### src/include/timer_params.svh
// Register map, field positions, reset values and timing counts for the timer block
`ifndef TIMER_PARAMS_SVH
`define TIMER_PARAMS_SVH

`define TIMER_CONFIG_ADDR     12'h08C
`define TIMER_COUNT_ADDR      12'h090
`define TIMER_STATUS_ADDR     12'h094
`define FREE_COUNT_ADDR       12'h09C

`define TIMER_EN_BIT          29
`define TIMER_IRQ_BIT         0
`define TIMER_PRELOAD_RESET   16'hFFFF
`define TIMER_COUNT_RESET     16'hFFFF
`define FREE_COUNT_RESET      32'h0000_0000

`define CLK_MHZ               250
`define FREE_MHZ              25
`define FREE_DIV              (`CLK_MHZ / `FREE_MHZ)
`define FREE_CLEAR_NS         160
`define FREE_CLEAR_CYCLES     ((`FREE_CLEAR_NS * `CLK_MHZ) / 1000)

`define RESP_OKAY             2'h0
`define RESP_SLVERR           2'h2

`endif

### src/include/timer_pkg.sv
// Types shared by the timer block
package timer_pkg;
	typedef logic [1:0] resp_t;

	typedef struct packed {
		logic        en;
		logic [15:0] preload;
	} cfg_t;
endpackage

### src/rtl/general_timer_and_free_counter.sv
// General timer and 32-bit free-running counter behind an AXI4-Lite slave
//
// Local design decision: register access over AXI4-Lite.
`timescale 1ns/10ps
`include "timer_params.svh"

// How it works
// RULE_01: Bit 29 of timer_config runs the general timer when set and halts it when clear.
// RULE_02: When bit 29 falls from one to zero the preload field is forced to FFFFh.
// RULE_03: The preload field in bits 15:0 is the start value the timer counts down from.
// RULE_04: The timer raises a host interrupt each time it runs out, at the preload interval.
// RULE_05: timer_count shows the live count in bits 15:0 and resets to FFFFh.
// RULE_06: A 32-bit free counter starts at zero and adds one on every 25MHz tick.
// RULE_07: At its maximum the free counter wraps to zero and goes on with no flag.
// RULE_08: After reset the free counter may take up to 160ns to read as cleared.
// RULE_09: When the running timer passes zero it reloads the preload and sets a sticky flag.
module general_timer_and_free_counter #(
	parameter int ADDR_W = 12
) (
	input  wire logic              aclk,      // 250 MHz clock
	input  wire logic              aresetn,   // Synchronous reset, active low
	input  wire logic [ADDR_W-1:0] awaddr,    // Write address
	input  wire logic              awvalid,   // Write address valid
	output logic                   awready,   // Write address ready
	input  wire logic [31:0]       wdata,     // Write data
	input  wire logic [3:0]        wstrb,     // Write byte enables
	input  wire logic              wvalid,    // Write data valid
	output logic                   wready,    // Write data ready
	output timer_pkg::resp_t       bresp,     // Write response
	output logic                   bvalid,    // Write response valid
	input  wire logic              bready,    // Write response ready
	input  wire logic [ADDR_W-1:0] araddr,    // Read address
	input  wire logic              arvalid,   // Read address valid
	output logic                   arready,   // Read address ready
	output logic [31:0]            rdata,     // Read data
	output timer_pkg::resp_t       rresp,     // Read response
	output logic                   rvalid,    // Read data valid
	input  wire logic              rready,    // Read data ready
	output logic                   timer_irq  // Timer interrupt, level
);
	import timer_pkg::*;

	function automatic logic [31:0] merge(input logic [31:0] old, input logic [31:0] nw,
		input logic [3:0] strb);
		logic [31:0] r;
		r = old;
		for (int i = 0; i < 4; i++)
		begin
			if (strb[i])
				r[i*8 +: 8] = nw[i*8 +: 8];
		end
		return r;
	endfunction

	cfg_t              cfg_reg;
	cfg_t              cfg_next;
	logic              en_prev_reg;
	logic [15:0]       count_reg;
	logic              flag_reg;
	logic [31:0]       free_reg;
	logic [3:0]        div_reg;
	logic              tick_reg;
	logic              aw_held_reg;
	logic              w_held_reg;
	logic [ADDR_W-1:0] waddr_reg;
	logic [31:0]       wdata_reg;
	logic [3:0]        wstrb_reg;
	logic              awready_reg;
	logic              wready_reg;
	logic              bvalid_reg;
	resp_t             bresp_reg;
	logic              arready_reg;
	logic              rvalid_reg;
	resp_t             rresp_reg;
	logic [31:0]       rdata_reg;

	// Write decode
	wire        wr_do      = aw_held_reg && w_held_reg && !bvalid_reg;
	wire        wr_cfg     = wr_do && (waddr_reg == `TIMER_CONFIG_ADDR);
	wire        wr_status  = wr_do && (waddr_reg == `TIMER_STATUS_ADDR);
	wire        wr_mapped  = wr_cfg || wr_status || (waddr_reg == `TIMER_COUNT_ADDR)
		|| (waddr_reg == `FREE_COUNT_ADDR);
	wire [31:0] cfg_word   = {2'h0, cfg_reg.en, 13'h0000, cfg_reg.preload};
	wire [31:0] cfg_merged = merge(cfg_word, wdata_reg, wstrb_reg);
	// Write-one-to-clear on the sticky flag
	wire        flag_clr   = wr_status && wstrb_reg[0] && wdata_reg[`TIMER_IRQ_BIT];

	// Timer events
	wire        start      = cfg_reg.en && !en_prev_reg;
	wire        step       = cfg_reg.en && en_prev_reg && tick_reg;
	wire        expire     = step && (count_reg == 16'h0000);

	// Read decode
	wire        rd_cfg     = (araddr == `TIMER_CONFIG_ADDR);
	wire        rd_count   = (araddr == `TIMER_COUNT_ADDR);
	wire        rd_status  = (araddr == `TIMER_STATUS_ADDR);
	wire        rd_free    = (araddr == `FREE_COUNT_ADDR);
	wire [31:0] rd_word    = rd_cfg    ? cfg_word :
		rd_count  ? {16'h0000, count_reg} :
		rd_status ? {31'h0000_0000, flag_reg} :
		rd_free   ? free_reg : 32'h0000_0000;
	wire        rd_hit     = rd_cfg || rd_count || rd_status || rd_free;

	always_comb
	begin
		cfg_next = cfg_reg;
		if (wr_cfg)
		begin
			cfg_next.en      = cfg_merged[`TIMER_EN_BIT];                   // [RULE_01]
			cfg_next.preload = cfg_merged[15:0];                            // [RULE_03]
		end
		// The forced value wins over a preload written in the same access
		if (cfg_reg.en && !cfg_next.en)
			cfg_next.preload = `TIMER_PRELOAD_RESET;                        // [RULE_02]
	end

	// One-cycle enable at 25MHz; also paces the timer so both share one time base
	always_ff @(posedge aclk)
	begin
		if (!aresetn)
		begin
			div_reg  <= 4'h0;
			tick_reg <= 1'b0;
			free_reg <= `FREE_COUNT_RESET;                                  // [RULE_08]
		end
		else
		begin
			div_reg  <= (div_reg == 4'(`FREE_DIV - 1)) ? 4'h0 : div_reg + 4'h1;
			tick_reg <= (div_reg == 4'(`FREE_DIV - 1));
			if (tick_reg)
				free_reg <= free_reg + 32'h0000_0001;                       // [RULE_06] [RULE_07]
		end
	end

	always_ff @(posedge aclk)
	begin
		if (!aresetn)
		begin
			cfg_reg     <= '{en: 1'b0, preload: `TIMER_PRELOAD_RESET};
			en_prev_reg <= 1'b0;
			count_reg   <= `TIMER_COUNT_RESET;
			flag_reg    <= 1'b0;
		end
		else
		begin
			cfg_reg     <= cfg_next;
			en_prev_reg <= cfg_reg.en;
			if (start)
				count_reg <= cfg_reg.preload;                               // [RULE_03]
			else if (expire)
				count_reg <= cfg_reg.preload;                               // [RULE_09]
			else if (step)
				count_reg <= count_reg - 16'h0001;                          // [RULE_01]
			// Set wins over a clear in the same cycle
			flag_reg    <= expire || (flag_reg && !flag_clr);               // [RULE_04] [RULE_09]
		end
	end

	always_ff @(posedge aclk)
	begin
		if (!aresetn)
		begin
			aw_held_reg <= 1'b0;
			w_held_reg  <= 1'b0;
			waddr_reg   <= '0;
			wdata_reg   <= 32'h0000_0000;
			wstrb_reg   <= 4'h0;
			awready_reg <= 1'b1;
			wready_reg  <= 1'b1;
			bvalid_reg  <= 1'b0;
			bresp_reg   <= `RESP_OKAY;
		end
		else
		begin
			if (awvalid && awready_reg)
			begin
				aw_held_reg <= 1'b1;
				waddr_reg   <= awaddr;
				awready_reg <= 1'b0;
			end
			if (wvalid && wready_reg)
			begin
				w_held_reg  <= 1'b1;
				wdata_reg   <= wdata;
				wstrb_reg   <= wstrb;
				wready_reg  <= 1'b0;
			end
			if (wr_do)
			begin
				bvalid_reg  <= 1'b1;
				bresp_reg   <= wr_mapped ? `RESP_OKAY : `RESP_SLVERR;
			end
			if (bvalid_reg && bready)
			begin
				bvalid_reg  <= 1'b0;
				aw_held_reg <= 1'b0;
				w_held_reg  <= 1'b0;
				awready_reg <= 1'b1;
				wready_reg  <= 1'b1;
			end
		end
	end

	always_ff @(posedge aclk)
	begin
		if (!aresetn)
		begin
			arready_reg <= 1'b1;
			rvalid_reg  <= 1'b0;
			rresp_reg   <= `RESP_OKAY;
			rdata_reg   <= 32'h0000_0000;
		end
		else if (arvalid && arready_reg)
		begin
			arready_reg <= 1'b0;
			rvalid_reg  <= 1'b1;
			rresp_reg   <= rd_hit ? `RESP_OKAY : `RESP_SLVERR;
			rdata_reg   <= rd_word;                                         // [RULE_05]
		end
		else if (rvalid_reg && rready)
		begin
			arready_reg <= 1'b1;
			rvalid_reg  <= 1'b0;
		end
	end

	assign awready   = awready_reg;
	assign wready    = wready_reg;
	assign bvalid    = bvalid_reg;
	assign bresp     = bresp_reg;
	assign arready   = arready_reg;
	assign rvalid    = rvalid_reg;
	assign rresp     = rresp_reg;
	assign rdata     = rdata_reg;
	assign timer_irq = flag_reg;

	property p_timer_steps;
		@(posedge aclk) disable iff (!aresetn)
		(step && count_reg != 16'h0000 && !start) |=> count_reg == $past(count_reg) - 16'h0001;
	endproperty
	a_timer_steps: assert property (p_timer_steps) else $error("timer did not step"); // [RULE_01]

	property p_timer_halts;
		@(posedge aclk) disable iff (!aresetn)
		!cfg_reg.en |=> $stable(count_reg);
	endproperty
	a_timer_halts: assert property (p_timer_halts) else $error("halted timer moved"); // [RULE_01]

	property p_preload_forced;
		@(posedge aclk) disable iff (!aresetn)
		$fell(cfg_reg.en) |-> cfg_reg.preload == 16'hFFFF;
	endproperty
	a_preload_forced: assert property (p_preload_forced) else $error("preload not forced"); // [RULE_02]

	property p_start_loads;
		@(posedge aclk) disable iff (!aresetn)
		start |=> count_reg == $past(cfg_reg.preload);
	endproperty
	a_start_loads: assert property (p_start_loads) else $error("start did not load"); // [RULE_03]

	property p_expire_reloads;
		@(posedge aclk) disable iff (!aresetn)
		expire |=> (count_reg == $past(cfg_reg.preload)) && flag_reg && timer_irq;
	endproperty
	a_expire_reloads: assert property (p_expire_reloads) else $error("no reload or irq"); // [RULE_09]

	property p_flag_sticky;
		@(posedge aclk) disable iff (!aresetn)
		(flag_reg && !flag_clr) |=> flag_reg;
	endproperty
	a_flag_sticky: assert property (p_flag_sticky) else $error("flag lost"); // [RULE_04]

	property p_count_reset;
		@(posedge aclk)
		!aresetn |=> count_reg == 16'hFFFF;
	endproperty
	a_count_reset: assert property (p_count_reset) else $error("count reset wrong"); // [RULE_05]

	property p_free_step;
		@(posedge aclk) disable iff (!aresetn)
		tick_reg |=> free_reg == $past(free_reg) + 32'h0000_0001 ##1 !tick_reg [*8];
	endproperty
	a_free_step: assert property (p_free_step) else $error("free counter step"); // [RULE_06]

	property p_free_wrap;
		@(posedge aclk) disable iff (!aresetn)
		(tick_reg && free_reg == 32'hFFFF_FFFF) |=> free_reg == 32'h0000_0000;
	endproperty
	a_free_wrap: assert property (p_free_wrap) else $error("free counter wrap"); // [RULE_07]

	property p_free_cleared;
		@(posedge aclk)
		$rose(aresetn) |-> free_reg == 32'h0000_0000;
	endproperty
	a_free_cleared: assert property (p_free_cleared) else $error("free not cleared"); // [RULE_08]
endmodule // general_timer_and_free_counter

### config.mk
export PLATFORM = sky130hd
export DESIGN_NAME = general_timer_and_free_counter
export DESIGN_NICKNAME = d
export VERILOG_FILES = /design/src/include/timer_pkg.sv /design/src/rtl/general_timer_and_free_counter.sv
export VERILOG_INCLUDE_DIRS = /design/src /design/src/include
export SDC_FILE = /design/constraint.sdc
export NUM_CORES = 1
export LEC_CHECK = 0
export BUFFER_PORTS_ARGS = -buffer_cell sky130_fd_sc_hd__buf_4
export CAP_MARGIN = 20
export CORE_MARGIN = 4
export CORE_UTILIZATION = 30
export CTS_BUF_LIST = sky130_fd_sc_hd__clkbuf_16
export DETAILED_ROUTE_END_ITERATION = 10
export GPL_ROUTABILITY_DRIVEN = 1
export PLACE_DENSITY = 0.48
export SLEW_MARGIN = 10
export SYNTH_ARGS = -nofsm -noshare
export SYNTH_HDL_FRONTEND = slang
export SYNTH_SLANG_ARGS = --single-unit
### constraint.sdc
create_clock -name aclk -period 2.5 [get_ports aclk]
set_clock_uncertainty 0.05 [all_clocks]
set_input_delay 0.25 -clock aclk [delete_from_list [all_inputs] [get_ports aclk]]
set_output_delay 0.25 -clock aclk [all_outputs]
set_load 0.005 [all_outputs]
==> metrics.md <==
| Metric | Value |
|---|---|
| Status | `complete, no violations` |
| Total CTS buffers | `17` |
| CP Capture Type | `register` |
| Cell Rows | `52` |
| Synth-to-layout area growth | `29.1%` |
| Setup bufs post-CTS | `0` |
| Post-synthesis average cell area | `8.30 um2` |
| Fin util | `0.397` |
| Die area | `23300 um2` |
| Synthesis-stage register bit count | `145` |
| CP Class | `reg2reg` |
| Synth top area cells | `dfxtp_1, nand2_1, a21oi_1, xor2_1, nor2_1` |
| Via count | `5414` |
| Filler cell count | `2124` |
| DR pass1 iterations | `4` |
| DRC | `0` |
| Rel. slew slack | `0.551` |
| Final WL | `16200 um` |
| Mapped Cells | `755` |
| Inserted Diodes | `0` |
| Num ports | `about 110` |
| Crit path max-delay family | `simple AND/OR/NAND/NOR gates` |
| Initial antenna violation count | `0` |
| Max-Cap Viols | `0` |
| Main combinational cell family by area after synthesis | `simple AND/OR/NAND/NOR gates` |
| Leakage | `3.18 nW` |
| Crit-path cells | `buf_4 -> or4_1 -> or2_2 -> or4_1 -> or3_1 -> nand4_1` |
| Synth warnings | `0` |
| Final Setup Violations | `0` |
| Final setup TNS | `0 ns` |
| Largest net degree at the start of global routing | `37` |
| Mux contribution to synthesized area | `0.0337` |
| CTS Sinks | `approximately 150` |
| Antenna-violating nets left | `0` |
| PwrDens | `678 nW/um2` |
| Most Frequent Cell on Critical Path | `or4_1` |
| Min cycle time layout | `approximately 2.3 ns` |
| Xor/xnor cell area share of the yosys netlist | `0.0447` |
| Total gr overflow | `0` |
| CTS Buffer Depth | `2` |
| Register area share after synthesis | `0.463` |
| Clock latency at the later pin of the worst-skew pair | `0.42 ns` |
| CP Launch Type | `register` |
| Fin nets | `roughly 930` |
| Synth Area in Simple Gates | `0.225` |
| Routed wire per std cell | `14.2 um` |
| Slowest CP cell | `or4_1` |
| Crit path largest cell delay | `between 0.5 and 0.6 ns` |
| Max H-tree Level | `4` |
| Clock root buffer master | `clkbuf_16` |
| Total GRT Usage | `0.141` |
| Final WS setup | `about 0.17 ns` |
| Share of cells above drive strength 1 | `0.192` |
| Worst vdd ir | `~0.00046 V` |
| Ys async rst share | `0` |
| Period utilization | `0.934` |
| CP required | `about 2.8 ns` |
| Leading area contributor after synthesis | `dfxtp_1` |
| Synth cell types | `63` |
| Initial core utilization | `0.308` |
| Core ar. | `20400 um2` |
| Post-synthesis adder-cell area fraction | `0.00798` |
| Crit path buffers/inverters | `1` |
| Synth Cell Area | `~6300 um2` |
| Vias in the first global route | `~5200` |
| Worst Path Max Fanout | `6` |
| Most frequent cell after synthesis | `dfxtp_1` |
| Via density | `4.75` |
| Post-synth top cells | `dfxtp_1, nand2_1, a21oi_1` |
| First-pass GRT wire length | `27200 um` |
| Worst Hold Class | `in2reg` |
| Final Hold Vio Count | `0` |
| PortBufs | `90` |
| Final GP Congestion | `between 0.8 and 0.9` |
| Max Fclk | `428 MHz` |
| Final slew viol count | `0` |
| Die X-Extent | `153 um` |
| Worst slew pin tran | `0.671 ns` |
| RSZ-0062 raised after global routing | `no` |
| Post-DP HPWL | `around 12000 um` |
| Initial DRC count | `269` |
| Worst-path clk slew | `around 0.06 ns` |
| Compound-Gate Fraction of Synth Area | `0.175` |
| CTS tree | `done` |
| Arrival time at the worst endpoint | `2.65 ns` |
| DIE HEIGHT | `153 um` |
| Commonest register cell after synthesis | `dfxtp_1` |
| Setup WS pre-CTS | `0.0419 ns` |
| Yosys top cell area share | `0.463` |
| Number of synthesized flops with an enable pin | `0` |
## placed cells by master (no fill, tap or decap), drive strengths merged, types with 3 or more instances in the layout
| cell type | n |
|---|---|
| dfxtp | 145 |
| nand2 | 127 |
| buf | 121 |
| a21oi | 79 |
| nor2 | 60 |
| inv | 34 |
| o21ai | 31 |
| xor2 | 26 |
| nand3 | 24 |
| nor3 | 22 |
| mux2i | 20 |
| nand4 | 18 |
| clkbuf | 17 |
| o31ai | 16 |
| a22o | 15 |
| dlygate4sd3 | 9 |
| and2 | 8 |
| xnor2 | 6 |
| nor4 | 6 |
| and3 | 5 |
| and4 | 5 |
| bufinv | 5 |
| a211oi | 5 |
| nand2b | 4 |
| or4 | 4 |
| ha | 4 |
| o211ai | 4 |
| o21a | 4 |
| nor2b | 3 |
| a31oi | 3 |
| o31a | 3 |
| or2 | 3 |
| nor4b | 3 |
## cell families after synthesis
kind of cell	Yosys count
compound gates	175
xor+xnor	32
fa+ha+maj	4
buf+inv	76
flops	145
mux	21
other cells	1
simple gates	301
## layout make-up
| type | count | area (um2) | area share |
|---|---|---|---|
| sequential | 145 | 2900 | 0.359 |
| tap | 270 | 338 | 0.0417 |
| clock buffer | 17 | 425 | 0.0526 |
| timing repair buffer | 130 | 1010 | 0.125 |
| multi-input combinational | 535 | 3080 | 0.381 |
| clock inverter | 15 | 230 | 0.0284 |
| inverter | 28 | 105 | 0.0130 |
## metal layers
| metal | wire length [um] | vias up | track usage |
|---|---|---|---|
| met3 | 630 | 14 | 0.0372 |
| met2 | 7110 | 89 | 0.220 |
| met4 | 203 | 0 | 0.0399 |
| met5 | 0 | - | 0 |
| li1 | - | 2849 | - |
| met1 | 8220 | 2462 | 0.194 |
## worst register-to-register path: stages (launching register included)
cell     delay [ns]
dfxtp_1        0.31
buf_4          0.14
or4_1          0.56
or2_2          0.36
or4_1          0.45
or3_1          0.32
nand4_1        0.09
## report_power, final
group	total (mW)	leakage, nW	switching [mW]	internal, mW
clock network	2.84	0.317	1.06	1.79
registers	2.39	1.18	0.0309	2.36
logic	0.261	1.68	0.139	0.122
## final timing paths
path,startpoint,to,slack (ns),cells after the start
worst max-delay path,count_reg[1]$_SDFFE_PN1P_,count_reg[13]$_SDFFE_PN1P_,0.17,6
worst min register to register,wdata_reg[7]$_SDFFE_PN0P_,wdata_reg[7]$_SDFFE_PN0P_,0.40,2
worst min-delay path,awaddr[5],waddr_reg[5]$_SDFFE_PN0P_,0.02,3
worst max register to register,count_reg[1]$_SDFFE_PN1P_,count_reg[13]$_SDFFE_PN1P_,0.17,6
## per-stage QoR
step | instance area, um2 | power [mW] | hold WS, ns | instances
finish | 8090 | 5.49 | 0.0236 | 1140
global route | 8090 | 5.70 | 0.0108 | 1140
CTS | 8080 | 5.58 | 0.000793 | 1140
detailed placement | 7330 | 2.70 | 0.388 | 1099
global placement | 7330 | 2.69 | 0.393 | 1099
floorplan | 6280 | 2.57 | 0.300 | 756
## repair_timing
action | in CTS | in global routing
endpoints found under the setup margin | 0 | 10
resized for setup | 0 | 3
hold buffers | 9 | 0
hold endpoints to repair | 9 | 0
(Power assumes the default switching activity.)
